### src/shared/twi_pkg.sv
// constants shared by the timer / watchdog / interrupt control block
// assumes one system clock; firmware reaches the registers through a select/strobe port
package twi_pkg;

  ////////////////////////////////////////////////////////////////////////
  // register select codes on the special-register port
  localparam logic [2:0] SEL_TIMER_COUNT = 3'h1;
  localparam logic [2:0] SEL_PORT6_DATA = 3'h2;
  localparam logic [2:0] SEL_PRESCALER = 3'h3;
  localparam logic [2:0] SEL_TIMER_CTRL = 3'h4;
  localparam logic [2:0] SEL_WATCHDOG_CTRL = 3'h5;
  localparam logic [2:0] SEL_IRQ_FLAG = 3'h6;
  localparam logic [2:0] SEL_IRQ_MASK = 3'h7;

  ////////////////////////////////////////////////////////////////////////
  // field positions
  localparam int CTRL_RATIO_LSB = 0;
  localparam int CTRL_ASSIGN_BIT = 3;
  localparam int CTRL_EDGE_BIT = 4;
  localparam int CTRL_SOURCE_BIT = 5;
  localparam int CTRL_GLOBAL_BIT = 6;
  localparam int CTRL_SPARE_BIT = 7;
  localparam int WDC_ENABLE_BIT = 7;
  localparam int WDC_EXT_SEL_BIT = 6;
  localparam int WDC_ROPT_BIT = 4;
  localparam int IRQ_OVERFLOW_BIT = 0;
  localparam int IRQ_PIN_CHANGE_BIT = 1;
  localparam int IRQ_EXT_BIT = 2;

  ////////////////////////////////////////////////////////////////////////
  // values after reset
  localparam logic [7:0] TIMER_CTRL_RESET = 8'hBF;
  localparam logic [7:0] PRESCALER_RESET = 8'hFF;
  localparam logic [7:0] TIMER_COUNT_RESET = 8'h00;
  localparam logic [2:0] IRQ_RESET = 3'h0;

  ////////////////////////////////////////////////////////////////////////
  // timing: instruction cycle is two or four oscillator clocks
  localparam int SYS_CLK_PERIOD_NS = 50;
  localparam logic [1:0] CYC_DIV2_LAST = 2'h1;
  localparam logic [1:0] CYC_DIV4_LAST = 2'h3;
  // watchdog base period, nominal figure at 5 V
  localparam int WDT_TIMEOUT_US = 16800;
  // rc oscillator period is not given; plain default
  localparam int WDT_OSC_PERIOD_NS = 1000;
  localparam int WDT_BASE_TICKS = WDT_TIMEOUT_US * 1000 / WDT_OSC_PERIOD_NS;
  localparam int WDT_CNT_W = 24;

  typedef enum logic {ST_RUN, ST_SLEEP} twi_power_type;

endpackage

### src/core/twi_sync2.sv
// two-flop synchroniser for a bundle of pin levels
// assumes each bit is an independent level; multi-bit words need another crossing
`timescale 1ns/1ps
module twi_sync2 #(
  parameter int W = 1
) (
  input wire logic clk,
  input wire logic rst_n,
  input wire logic [W-1:0] d,
  output logic [W-1:0] q
);

  logic [W-1:0] meta_q;

  always_ff @(posedge clk or negedge rst_n) begin
    if (!rst_n) begin
      meta_q <= '0;
      q <= '0;
    end else begin
      meta_q <= d;
      q <= meta_q;
    end
  end

endmodule

### src/core/twi_prescaler.sv
// shared 8-bit down-counting prescaler with a power-of-two tap
// assumes tick and clear are single-cycle pulses in the system clock domain
`timescale 1ns/1ps
module twi_prescaler (
  input wire logic clk,
  input wire logic rst_n,
  input wire logic tick,
  input wire logic clear,
  input wire logic [3:0] ratio_exp,
  output logic [7:0] count_q,
  output logic period
);

  logic [7:0] count_d;
  logic [8:0] full_mask;
  logic [7:0] mask;

  // a period completes when the tapped low bits are all zero before a step;
  // reloading all ones on clear makes the first period a full one
  always_comb begin
    full_mask = (9'h001 << ratio_exp) - 9'h001;
    mask = full_mask[7:0];
    period = tick && !clear && ((count_q & mask) == 8'h00);
    count_d = count_q;
    if (clear) begin
      count_d = twi_pkg::PRESCALER_RESET;
    end else if (tick) begin
      count_d = count_q - 8'h01;
    end
  end

  always_ff @(posedge clk or negedge rst_n) begin
    if (!rst_n) begin
      count_q <= twi_pkg::PRESCALER_RESET;
    end else begin
      count_q <= count_d;
    end
  end
endmodule

### src/core/twi_timer_watchdog.sv
// timer/counter, watchdog, shared prescaler and interrupt control
// assumes CLK_SYS is the oscillator clock and the core drives one-cycle strobes
`timescale 1ns/1ps
module twi_timer_watchdog #(
  parameter int WDT_BASE_TICKS = twi_pkg::WDT_BASE_TICKS
) (
  input wire logic CLK_SYS,
  input wire logic RESET_N,
  input wire logic [2:0] REG_SEL,
  input wire logic REG_WR,
  input wire logic REG_RD,
  input wire logic [7:0] REG_WDATA,
  output logic [7:0] REG_RDATA,
  input wire logic INSTR_GLOBAL_ON,
  input wire logic INSTR_GLOBAL_OFF,
  input wire logic INSTR_WDT_CLEAR,
  input wire logic INSTR_SLEEP,
  input wire logic IRQ_ACK,
  input wire logic TIMER_PIN,
  input wire logic WDT_OSC,
  input wire logic [7:0] PORT6_PIN,
  input wire logic [1:0] OPTION_PIN,
  input wire logic HW_WDT_OPTION,
  input wire logic CYCLE_DIV4_OPT,
  output logic IRQ_REQ,
  output logic WDT_RESET_REQ,
  output logic WAKE_PULSE,
  output logic WAKE_TO_VECTOR,
  output logic SLEEPING,
  output logic PORT6_PIN0_IRQ_MODE,
  output logic ROPT_ACTIVE,
  output logic [1:0] ROPT_LEVEL
);

  ////////////////////////////////////////////////////////////////////////
  // pin synchronisation and edge detection
  logic [13:0] pins_s;
  logic timer_pin_s, osc_s, hw_opt_s, div4_s;
  logic [7:0] p6_s;
  logic [1:0] opt_s;
  logic timer_prev_q, osc_prev_q, pin0_prev_q;

  twi_sync2 #(.W(14)) u_sync (
    .clk(CLK_SYS),
    .rst_n(RESET_N),
    .d({TIMER_PIN, WDT_OSC, PORT6_PIN, OPTION_PIN, HW_WDT_OPTION, CYCLE_DIV4_OPT}),
    .q(pins_s)
  );

  assign {timer_pin_s, osc_s, p6_s, opt_s, hw_opt_s, div4_s} = pins_s;

  always_ff @(posedge CLK_SYS or negedge RESET_N) begin
    if (!RESET_N) begin
      timer_prev_q <= 1'b0;
      osc_prev_q <= 1'b0;
      pin0_prev_q <= 1'b0;
    end else begin
      timer_prev_q <= timer_pin_s;
      osc_prev_q <= osc_s;
      pin0_prev_q <= p6_s[0];
    end
  end

  logic pin_rise, pin_fall, osc_edge, ext_fall;
  assign pin_rise = timer_pin_s && !timer_prev_q;
  assign pin_fall = !timer_pin_s && timer_prev_q;
  assign osc_edge = osc_s && !osc_prev_q;
  assign ext_fall = !p6_s[0] && pin0_prev_q;

  ////////////////////////////////////////////////////////////////////////
  // register state
  logic [7:0] ctrl_q, ctrl_d, timer_q, timer_d, rdata_q, rdata_d, p6_ref_q, p6_ref_d;
  logic wde_q, wde_d, xsel_q, xsel_d, roe_q, roe_d, glob_q, glob_d;
  logic [2:0] mask_q, mask_d, flag_q, flag_d, flag_set;
  logic [1:0] cyc_q, cyc_d, ropt_q, ropt_d;
  logic [twi_pkg::WDT_CNT_W-1:0] wdt_q, wdt_d;
  logic wdt_rst_q, wdt_rst_d, wake_q, wake_d, vec_q, vec_d;
  twi_pkg::twi_power_type pwr_q, pwr_d;

  logic wr_timer, wr_ctrl, wr_wdc, wr_flag, wr_mask, rd_port6;
  logic to_wdt, cyc_tick, src_tick, pre_tick, pre_clear, pre_period;
  logic timer_inc, wdt_inc, wdt_on, wdt_clear, wdt_timeout, p6_change;
  logic [3:0] ratio_exp;
  logic [7:0] pre_count;
  logic [twi_pkg::WDT_CNT_W-1:0] wdt_last;

  assign wr_timer = REG_WR && (REG_SEL == twi_pkg::SEL_TIMER_COUNT);
  assign wr_ctrl = REG_WR && (REG_SEL == twi_pkg::SEL_TIMER_CTRL);
  assign wr_wdc = REG_WR && (REG_SEL == twi_pkg::SEL_WATCHDOG_CTRL);
  assign wr_flag = REG_WR && (REG_SEL == twi_pkg::SEL_IRQ_FLAG);
  assign wr_mask = REG_WR && (REG_SEL == twi_pkg::SEL_IRQ_MASK);
  assign rd_port6 = REG_RD && (REG_SEL == twi_pkg::SEL_PORT6_DATA);

  ////////////////////////////////////////////////////////////////////////
  // counting paths
  assign to_wdt = ctrl_q[twi_pkg::CTRL_ASSIGN_BIT];
  assign cyc_tick = (cyc_q == (div4_s ? twi_pkg::CYC_DIV4_LAST : twi_pkg::CYC_DIV2_LAST));
  assign src_tick = ctrl_q[twi_pkg::CTRL_SOURCE_BIT] ?
    (ctrl_q[twi_pkg::CTRL_EDGE_BIT] ? pin_fall : pin_rise) : cyc_tick;
  assign wdt_on = wde_q && hw_opt_s;
  assign wdt_clear = INSTR_WDT_CLEAR || INSTR_SLEEP;
  // the prescaler has one owner at a time; the other counter sees raw ticks
  assign pre_tick = to_wdt ? osc_edge : src_tick;
  assign pre_clear = to_wdt ? wdt_clear : wr_timer;
  // timer taps one step further than the watchdog for the same code
  assign ratio_exp = {1'b0, ctrl_q[2:0]} + {3'h0, !to_wdt};
  assign timer_inc = to_wdt ? src_tick : pre_period;
  assign wdt_inc = wdt_on && (to_wdt ? pre_period : osc_edge);
  assign wdt_last = twi_pkg::WDT_CNT_W'(WDT_BASE_TICKS - 1);
  assign wdt_timeout = wdt_inc && (wdt_q == wdt_last);
  assign p6_change = (p6_s != p6_ref_q);

  twi_prescaler u_pre (
    .clk(CLK_SYS),
    .rst_n(RESET_N),
    .tick(pre_tick),
    .clear(pre_clear),
    .ratio_exp(ratio_exp),
    .count_q(pre_count),
    .period(pre_period)
  );

  ////////////////////////////////////////////////////////////////////////
  // counters and power state
  always_comb begin
    cyc_d = cyc_tick ? 2'h0 : cyc_q + 2'h1;
    timer_d = timer_q;
    if (wr_timer) begin
      timer_d = REG_WDATA;
    end else if (timer_inc) begin
      timer_d = timer_q + 8'h01;
    end
    wdt_d = wdt_q;
    // a disabled watchdog holds at zero so enabling starts a full period
    if (wdt_clear || !wdt_on || wdt_timeout) begin
      wdt_d = '0;
    end else if (wdt_inc) begin
      wdt_d = wdt_q + twi_pkg::WDT_CNT_W'(1);
    end
    wdt_rst_d = wdt_timeout;
    pwr_d = pwr_q;
    wake_d = 1'b0;
    vec_d = vec_q;
    case (pwr_q)
      twi_pkg::ST_RUN: begin
        if (INSTR_SLEEP) begin
          pwr_d = twi_pkg::ST_SLEEP;
        end
      end
      twi_pkg::ST_SLEEP: begin
        if (p6_change && mask_q[twi_pkg::IRQ_PIN_CHANGE_BIT]) begin
          pwr_d = twi_pkg::ST_RUN;
          wake_d = 1'b1;
          vec_d = glob_q;
        end
      end
      default: pwr_d = twi_pkg::ST_RUN;
    endcase
  end

  always_ff @(posedge CLK_SYS or negedge RESET_N) begin
    if (!RESET_N) begin
      cyc_q <= 2'h0;
      timer_q <= twi_pkg::TIMER_COUNT_RESET;
      wdt_q <= '0;
      wdt_rst_q <= 1'b0;
      pwr_q <= twi_pkg::ST_RUN;
      wake_q <= 1'b0;
      vec_q <= 1'b0;
    end else begin
      cyc_q <= cyc_d;
      timer_q <= timer_d;
      wdt_q <= wdt_d;
      wdt_rst_q <= wdt_rst_d;
      pwr_q <= pwr_d;
      wake_q <= wake_d;
      vec_q <= vec_d;
    end
  end

  ////////////////////////////////////////////////////////////////////////
  // control registers, flags and read port
  always_comb begin
    ctrl_d = ctrl_q;
    if (wr_ctrl) begin
      // the global bit is only moved by instructions and the interrupt acknowledge
      ctrl_d = {REG_WDATA[7], 1'b0, REG_WDATA[5:0]};
    end
    wde_d = wr_wdc ? REG_WDATA[twi_pkg::WDC_ENABLE_BIT] : wde_q;
    // the watchdog comes back enabled after a pin-change wake
    if (wake_q) begin
      wde_d = 1'b1;
    end
    xsel_d = wr_wdc ? REG_WDATA[twi_pkg::WDC_EXT_SEL_BIT] : xsel_q;
    roe_d = wr_wdc ? REG_WDATA[twi_pkg::WDC_ROPT_BIT] : roe_q;
    mask_d = wr_mask ? REG_WDATA[2:0] : mask_q;
    glob_d = glob_q;
    if (INSTR_GLOBAL_OFF || IRQ_ACK) begin
      glob_d = 1'b0;
    end else if (INSTR_GLOBAL_ON) begin
      glob_d = 1'b1;
    end
    flag_set[twi_pkg::IRQ_OVERFLOW_BIT] = timer_inc && !wr_timer && (timer_q == 8'hFF);
    flag_set[twi_pkg::IRQ_PIN_CHANGE_BIT] = p6_change;
    flag_set[twi_pkg::IRQ_EXT_BIT] = xsel_q && ext_fall;
    // firmware can only clear; a new event in the same cycle survives
    flag_d = (wr_flag ? (flag_q & REG_WDATA[2:0]) : flag_q) | flag_set;
    p6_ref_d = rd_port6 ? p6_s : p6_ref_q;
    ropt_d = roe_q ? opt_s : 2'h0;
    rdata_d = rdata_q;
    if (REG_RD) begin
      if (REG_SEL == twi_pkg::SEL_TIMER_COUNT) begin
        rdata_d = timer_q;
      end else if (REG_SEL == twi_pkg::SEL_PORT6_DATA) begin
        rdata_d = p6_s;
      end else if (REG_SEL == twi_pkg::SEL_PRESCALER) begin
        rdata_d = pre_count;
      end else if (REG_SEL == twi_pkg::SEL_TIMER_CTRL) begin
        rdata_d = {ctrl_q[7], glob_q, ctrl_q[5:0]};
      end else if (REG_SEL == twi_pkg::SEL_WATCHDOG_CTRL) begin
        rdata_d = {wde_q, xsel_q, 1'b0, roe_q, 4'h0};
      end else if (REG_SEL == twi_pkg::SEL_IRQ_FLAG) begin
        rdata_d = {5'h00, flag_q & mask_q};
      end else if (REG_SEL == twi_pkg::SEL_IRQ_MASK) begin
        rdata_d = {5'h00, mask_q};
      end else begin
        rdata_d = 8'h00;
      end
    end
  end

  always_ff @(posedge CLK_SYS or negedge RESET_N) begin
    if (!RESET_N) begin
      ctrl_q <= twi_pkg::TIMER_CTRL_RESET;
      wde_q <= 1'b1;
      xsel_q <= 1'b0;
      roe_q <= 1'b0;
      mask_q <= twi_pkg::IRQ_RESET;
      glob_q <= 1'b0;
      flag_q <= twi_pkg::IRQ_RESET;
      p6_ref_q <= 8'h00;
      ropt_q <= 2'h0;
      rdata_q <= 8'h00;
    end else begin
      ctrl_q <= ctrl_d;
      wde_q <= wde_d;
      xsel_q <= xsel_d;
      roe_q <= roe_d;
      mask_q <= mask_d;
      glob_q <= glob_d;
      flag_q <= flag_d;
      p6_ref_q <= p6_ref_d;
      ropt_q <= ropt_d;
      rdata_q <= rdata_d;
    end
  end

  assign REG_RDATA = rdata_q;
  assign IRQ_REQ = glob_q && |(flag_q & mask_q);
  assign WDT_RESET_REQ = wdt_rst_q;
  assign WAKE_PULSE = wake_q;
  assign WAKE_TO_VECTOR = vec_q;
  assign SLEEPING = (pwr_q == twi_pkg::ST_SLEEP);
  assign PORT6_PIN0_IRQ_MODE = xsel_q;
  assign ROPT_ACTIVE = roe_q;
  assign ROPT_LEVEL = ropt_q;
endmodule

### config.mk
export PLATFORM = sky130hd
export DESIGN_NAME = twi_timer_watchdog
export DESIGN_NICKNAME = d
export VERILOG_FILES = /design/src/shared/twi_pkg.sv /design/src/core/twi_sync2.sv /design/src/core/twi_prescaler.sv /design/src/core/twi_timer_watchdog.sv
export SDC_FILE = /design/constraint.sdc
export NUM_CORES = 1
export LEC_CHECK = 0
export BUFFER_PORTS_ARGS = -buffer_cell sky130_fd_sc_hd__buf_2
export CAP_MARGIN = 10
export CORE_UTILIZATION = 44
export CTS_CLUSTER_SIZE = 30
export DETAILED_ROUTE_END_ITERATION = 10
export GPL_TIMING_DRIVEN = 0
export HOLD_SLACK_MARGIN = 0.05
export PLACE_DENSITY = 0.68
export SYNTH_ARGS = -nofsm -noshare
export SYNTH_HDL_FRONTEND = slang
export SYNTH_SLANG_ARGS = --single-unit
### constraint.sdc
create_clock -name CLK_SYS -period 4.3 [get_ports CLK_SYS]
set_input_delay 1.075 -clock CLK_SYS [delete_from_list [all_inputs] [get_ports CLK_SYS]]
set_output_delay 1.075 -clock CLK_SYS [all_outputs]
set_load 0.01 [all_outputs]
---- Yosys cells after proc, flatten, opt, wreduce, memory -nomap -nowiden ----
Cells that the tools add are included.
cells by class
  muxes and demuxes ....................... 32
  reduce and logical (&&, ||, !) cells .... 40
  bitwise logic cells ..................... 5
  $add $sub $neg .......................... 6
  eq/ne operators ......................... 11
  shift operators ......................... 1
operators with widths
  cell                                               count
  2-to-1 mux 8 bit                                   9
  2-to-1 mux 24 bit                                  2
  adder 24 x 1 -> 24 bit (second input constant)     1
  == test 24 x 15 -> 1 bit (second input constant)   1
  logical AND 1 bit                                  20
  subtractor 8 x 1 -> 8 bit (second input constant)  2
  2-to-1 mux 1 bit                                   14
  == test 3 bit (second input constant)              4
  nonzero test 2 bit                                 5
  2-to-1 mux 3 bit                                   3
  adder 8 x 1 -> 8 bit (second input constant)       1
  AND 8 bit                                          1
  == test 8 bit (second input constant)              1
  zero test 1 bit                                    8
  zero test 8 bit                                    1
  != test 8 bit                                      1
  left shift 1 x 4 -> 8 bit (first input constant)   1
  AND 3 bit                                          2
  == test 3 x 2 -> 1 bit (second input constant)     2
  2-to-1 mux 2 bit                                   3
  adder 3 x 1 -> 4 bit                               1
  logical OR 1 bit                                   4
  == test 3 x 1 -> 1 bit (second input constant)     1
  bitwise OR 3 bit                                   1
  other kinds (6)                                    6
storage, ports and cells
  flip-flop bits (word level) ............. 112
  logic and storage cells ................. 118
  output and inout port bits .............. 17

---- Longest topological paths before layout ----
  word-level depth ........................ 12
  gate-level depth with buffers ........... 19

---- By module ----
From an unflattened synthesis, not the netlist that was laid out.
second synthesis, totals
  cell total of the unflattened synthesis .. 496
  area, all modules ....................... 5358.9 sq um
modules (own cells, without submodules)
  module              area each (sq um)  instances  sequential area each (sq um)  cells an instance
  twi_timer_watchdog  4103.9             1          1911.8                        410
  twi_sync2           700.7              1          700.7                         28
  twi_prescaler       554.3              1          210.2                         58

---- Worst setup path before layout ----
OpenSTA, ideal clock, no wires.
  path kind ............................... reg2reg
  start ................................... register ctrl_q[3]
  end ..................................... register wdt_q[21] (netlist bit)
  arrival ................................. 3.993 ns
  cell stages (with the launch flop) ...... 19
  required time ........................... 4.222 ns
  setup slack ............................. 0.229 ns
  cell sequence ........................... dfstp_2 -> clkbuf_1 -> inv_1 -> ha_1 -> ha_1 -> clkbuf_1 -> nor2_1 -> a22oi_1 -> or2_2 -> ha_1 -> inv_1 -> a311oi_1 -> xor2_1 -> and2_1 -> a2111oi_4 -> a311oi_1 -> buf_2 -> or4_1 -> a21oi_1
between the ends
  cells in the longest elaborated chain, start to end .. 12
  elaborated cells between the ends (all ways) .. 17
ends and longest elaborated chain
  what                                                            RTL line                   RTL
  from (decl)                                                     twi_timer_watchdog.sv:72   logic [7:0] ctrl_q, ctrl_d, timer_q, timer_d, rdata_q, rdata_d, p6_ref_q, p6_ref_d;
  from (signal assigned)                                          twi_timer_watchdog.sv:234  ctrl_q <= twi_pkg::TIMER_CTRL_RESET;
  from (signal assigned)                                          twi_timer_watchdog.sv:245  ctrl_q <= ctrl_d;
  zero test 1 bit                                                 twi_timer_watchdog.sv:106  assign ratio_exp = {1'b0, ctrl_q[2:0]} + {3'h0, !to_wdt};
  adder 3 x 1 -> 4 bit                                            twi_timer_watchdog.sv:106
  left shift 1 x 4 -> 8 bit                                       twi_prescaler.sv:21        full_mask = (9'h001 << ratio_exp) - 9'h001;
  subtractor 8 x 1 -> 8 bit                                       twi_prescaler.sv:21
  AND 8 bit                                                       twi_prescaler.sv:23        period = tick && !clear && ((count_q & mask) == 8'h00);
  zero test 8 bit                                                 twi_prescaler.sv:23
  logical AND 1 bit                                               twi_prescaler.sv:23
  2-to-1 mux 1 bit *                                              twi_timer_watchdog.sv:108  assign wdt_inc = wdt_on && (to_wdt ? pre_period : osc_edge);
  logical AND 1 bit *                                             twi_timer_watchdog.sv:108
  logical AND 1 bit                                               twi_timer_watchdog.sv:110  assign wdt_timeout = wdt_inc && (wdt_q == wdt_last);
  logical OR 1 bit                                                twi_timer_watchdog.sv:135  if (wdt_clear || !wdt_on || wdt_timeout) begin
  2-to-1 mux 24 bit / nonzero test 2 bit (equally long branches)  --
  to (signal assigned)                                            twi_timer_watchdog.sv:173  wdt_q <= wdt_d;
  to (decl)                                                       twi_timer_watchdog.sv:76   logic [twi_pkg::WDT_CNT_W-1:0] wdt_q, wdt_d;
Mark *: on every way between the ends. The rest lies on a longest branch, timed or not.
A chain may end at the register's enable or synchronous reset.

---- Final worst setup path ----
  start ................................... register ctrl_q[3]
  end ..................................... register wdt_q[11] (netlist bit)
The elaborated chain is that of the path after synthesis.

==> flow_metrics.tcl <==
set metrics [dict create \
    status "finished clean" \
    core.rowCount 40 \
    ys_types 59 \
    synth_ff_type "dfrtp_1" \
    synth.yosys.seq_area_share_pct 51.8 \
    synthCells 529 \
    syn_avg_cell_area_um2 10.3 \
    cp_slowest_stage_delay_ns 0.54 \
    whs_endpoint "u_sync.q[6]$_DFF_PN0_" \
    crit_path_start_kind "flip-flop" \
    worst_pin_slew_ns 1.06 \
    ys_ff_latch 112 \
    p_leak_nw 2.56 \
    dr_wl_met3_um 590 \
    path_class "reg2reg" \
    slew_headroom_pct 28.1 \
    post_drt_wl_per_cell_um 17.0 \
    synth_area_um2 5450 \
    final_common_cell "dfrtp_1" \
    critical_path.top_delay_family "simple AND/OR/NAND/NOR gates" \
    rrSetupSlack_ns 0.22 \
    path_depth 18 \
    r2r_cells 18 \
    layout.nets 636 \
    grt_pass1_vias 4283 \
    antenna_left 0 \
    drc 0 \
    wl_um 13100 \
    cts_hold_buf 0 \
    peakVddDrop_mv 0.384 \
    overflow 0 \
    clockBufferDepth 2 \
    report.final.hold_viol_count 0 \
    antenna-diode-count 0 \
    portBuffers 48 \
    setup_violations 0 \
    drive_gt1_share_pct 23.3 \
    critical_path_required_ns 4.57 \
    root_buffer "clkbuf_16" \
    period_share_pct 95.0 \
    final_cell_area_um2 6360 \
    io_pins 51 \
    top_layer "met4" \
    dpl_cell_area_um2 5930 \
    cts.sinks 112 \
    final_core_util_pct 52.7 \
    die-area_um2 12800 \
    start_util_pct 45.2 \
    cts_tree "done" \
    routed-via-count 4395 \
    finalClockSkew_ns 0.00852 \
    finalCriticalPeriod_ns 4.08 \
    drtIter0Drc 243 \
    die_y_um 113 \
    clock_latency_ns 0.36 \
    maxCapViolCount 0 \
    tns_ns 0 \
    ctsHtreeMaxLevel 3 \
    synthArstFlopShare_pct 100 \
    die_x_um 113 \
    syn_nets 570 \
    viasPerCell 5.72 \
    total_power_mw 2.94 \
    dp_hpwl_um 9480 \
    r2r-start "ctrl_q[3]$_DFFE_PN1P_" \
    path_cells "inv_1 -> ha_1 -> ha_1 -> clkbuf_4 -> nor2_2 -> a22oi_1 -> or2_2 -> ha_1 -> inv_1 -> a311oi_1 -> xor2_1 -> and2_1 -> a2111oi_4 -> buf_4 -> a311oi_4 -> buf_4 -> or4b_1 -> a21oi_1" \
    layout_common_cells "96 x dfrtp_1, 55 x buf_2, 44 x nand2_1, 41 x a21oi_1" \
    holdCritStartpoint "u_sync.meta_q[6]$_DFF_PN0_" \
    grt.total_usage_pct 21.7 \
    finalMaxSlewViolations 0 \
    p_per_area_nw_per_um2 462 \
    antenna_found_initial 0 \
    gp_congestion 0.905 \
    clock.fmax_mhz 245 \
    critPathSlowestCell "dfstp_2" \
    end_kind "flip-flop" \
    area_growth_pct 16.7 \
    crit_path_frequent_cell "ha_1" \
    dr_wl_met2_um 6120 \
    regToRegEndpoint "wdt_q[11]$_DFFE_PN0P_" \
    grt_pass1_wl_um 21400 \
    core_um2 12100 \
    path_max_fanout 10 \
    numCtsBuffers 9 \
    hold_depth 0 \
    synth-edff-count 0 \
    clkSlewWorstSetupHoldPaths_ns 0.08 \
    crit_buf_inv 5 \
    crit_arrival_ns 4.36 \
    drt-met1-wl_um 5980 \
    grt_max_degree 66 \
    first_pass_iters 5 \
    yosysWarnings 0 \
    min_path_type "reg2reg" \
]
-- logic make-up (layout without fill, tap and decap cells) --
family                   Yosys count  count (layout)  share of synthesized area, %
AO/OA/AOI/OAI                    130             130                          15.3
flip-flops                       112             112                          51.8
buffers and inverters             47             118                          3.38
multiplexers                      29              29                          5.95
AND/OR/NAND/NOR                  183             183                          18.6
adder cells (fa/ha/maj)            7               7                          1.61
XOR/XNOR                          21              21                          3.38
-- repair_timing --
action | 4_1_cts | 5_1_grt
setup endpoints to repair | 32 | 28
gates resized for setup | 6 | 17
cloned | 0 | 1
pin swaps | 1 | 0
buffers inserted | 2 | 2
endpoints found under the hold margin | 0 | 0
-- cell usage after synthesis, drive strengths merged (2+ instances only) --
cell type / instances / area (µm²)
nand3: 14 / 70.1
nor4: 9 / 56.3
xor2: 14 / 123
or3: 15 / 93.8
a311oi: 2 / 17.5
nor3: 6 / 30.0
nand2: 44 / 165
o31ai: 11 / 82.6
o22ai: 3 / 18.8
a2111oi: 2 / 36.3
nand2b: 4 / 25.0
mux2i: 2 / 20.0
a22oi: 6 / 45.0
a21boi: 2 / 18.8
dfstp: 16 / 420
buf: 8 / 37.5
a221oi: 3 / 26.3
mux2: 27 / 304
or4b: 4 / 40.0
a21oi: 41 / 205
o211ai: 3 / 22.5
or4: 14 / 113
and4: 2 / 17.5
o311ai: 4 / 35.0
a32o: 2 / 20.0
clkbuf: 16 / 60.1
inv: 23 / 86.3
o2111ai: 3 / 26.3
dfrtp: 96 / 2400
xnor2: 7 / 61.3
nand4: 9 / 56.3
nor2b: 7 / 43.8
ha: 7 / 87.6
nand3b: 4 / 30.0
and3: 4 / 25.0
nand4b: 3 / 26.3
and2: 6 / 37.5
nor3b: 2 / 15.0
a31oi: 11 / 68.8
nor2: 31 / 124
o21ai: 31 / 155
-- area by class of cell --
type / count / area (µm²)
plain buffers: 23 / 106
clock buffers: 9 / 225
fillers: 1075 / 5700
inverters: 23 / 86.3
well taps: 168 / 210
clock inverters: 7 / 101
multi-input cells: 370 / 2490
flip-flops and latches: 112 / 2820
repair buffers: 56 / 315
-- flip-flops by register name, indices dropped and copies added, names as in the netlist, 2 cells and up --
name           flops
REG_RDATA          8
ROPT_LEVEL         2
ctrl_q             7
cyc_q              2
flag_q             3
mask_q             3
p6_ref_q           8
timer_q            8
u_pre.count_q      8
u_sync.meta_q     14
u_sync.q          14
wdt_q             24
-- power by group --
| part | internal, mW | total, mW | switching, mW |
|---|---|---|---|
| registers | 1.20 | 1.34 | 0.138 |
| clock network | 0.517 | 0.910 | 0.393 |
| logic | 0.297 | 0.689 | 0.392 |
-- routing by layer --
layer,GRT usage [%],vias to the layer above
met5,0,-
li1,-,2083
met2,33.5,130
met3,4.55,31
met4,10.5,0
met1,29.1,2151
-- worst max-delay path by stage --
| stage | slack [ns] | startpoint | endpoint |
|---|---|---|---|
| after floorplan | 0.23 | ctrl_q[3]$_DFFE_PN1P_ | wdt_q[21]$_DFFE_PN0P_ |
| after global placement | -0.36 | ctrl_q[3]$_DFFE_PN1P_ | wdt_q[22]$_DFFE_PN0P_ |
| after detailed placement | -0.55 | ctrl_q[3]$_DFFE_PN1P_ | wdt_q[22]$_DFFE_PN0P_ |
| after CTS | 0.07 | ctrl_q[0]$_DFFE_PN1P_ | wdt_q[9]$_DFFE_PN0P_ |
| after global routing | -0.003 | ctrl_q[3]$_DFFE_PN1P_ | wdt_q[21]$_DFFE_PN0P_ |
| final | 0.22 | ctrl_q[3]$_DFFE_PN1P_ | wdt_q[11]$_DFFE_PN0P_ |
-- stage by stage --
step	hold slack, ns	cells	setup slack, ns
floorplan	0.331	529	0.229
global placement	0.331	745	-0.364
detailed placement	0.335	746	-0.545
CTS	0.352	763	0.0691
global route	0.358	768	-0.00286
finish	0.349	768	0.216
Note: power is estimated with default switching activity, not from simulation.
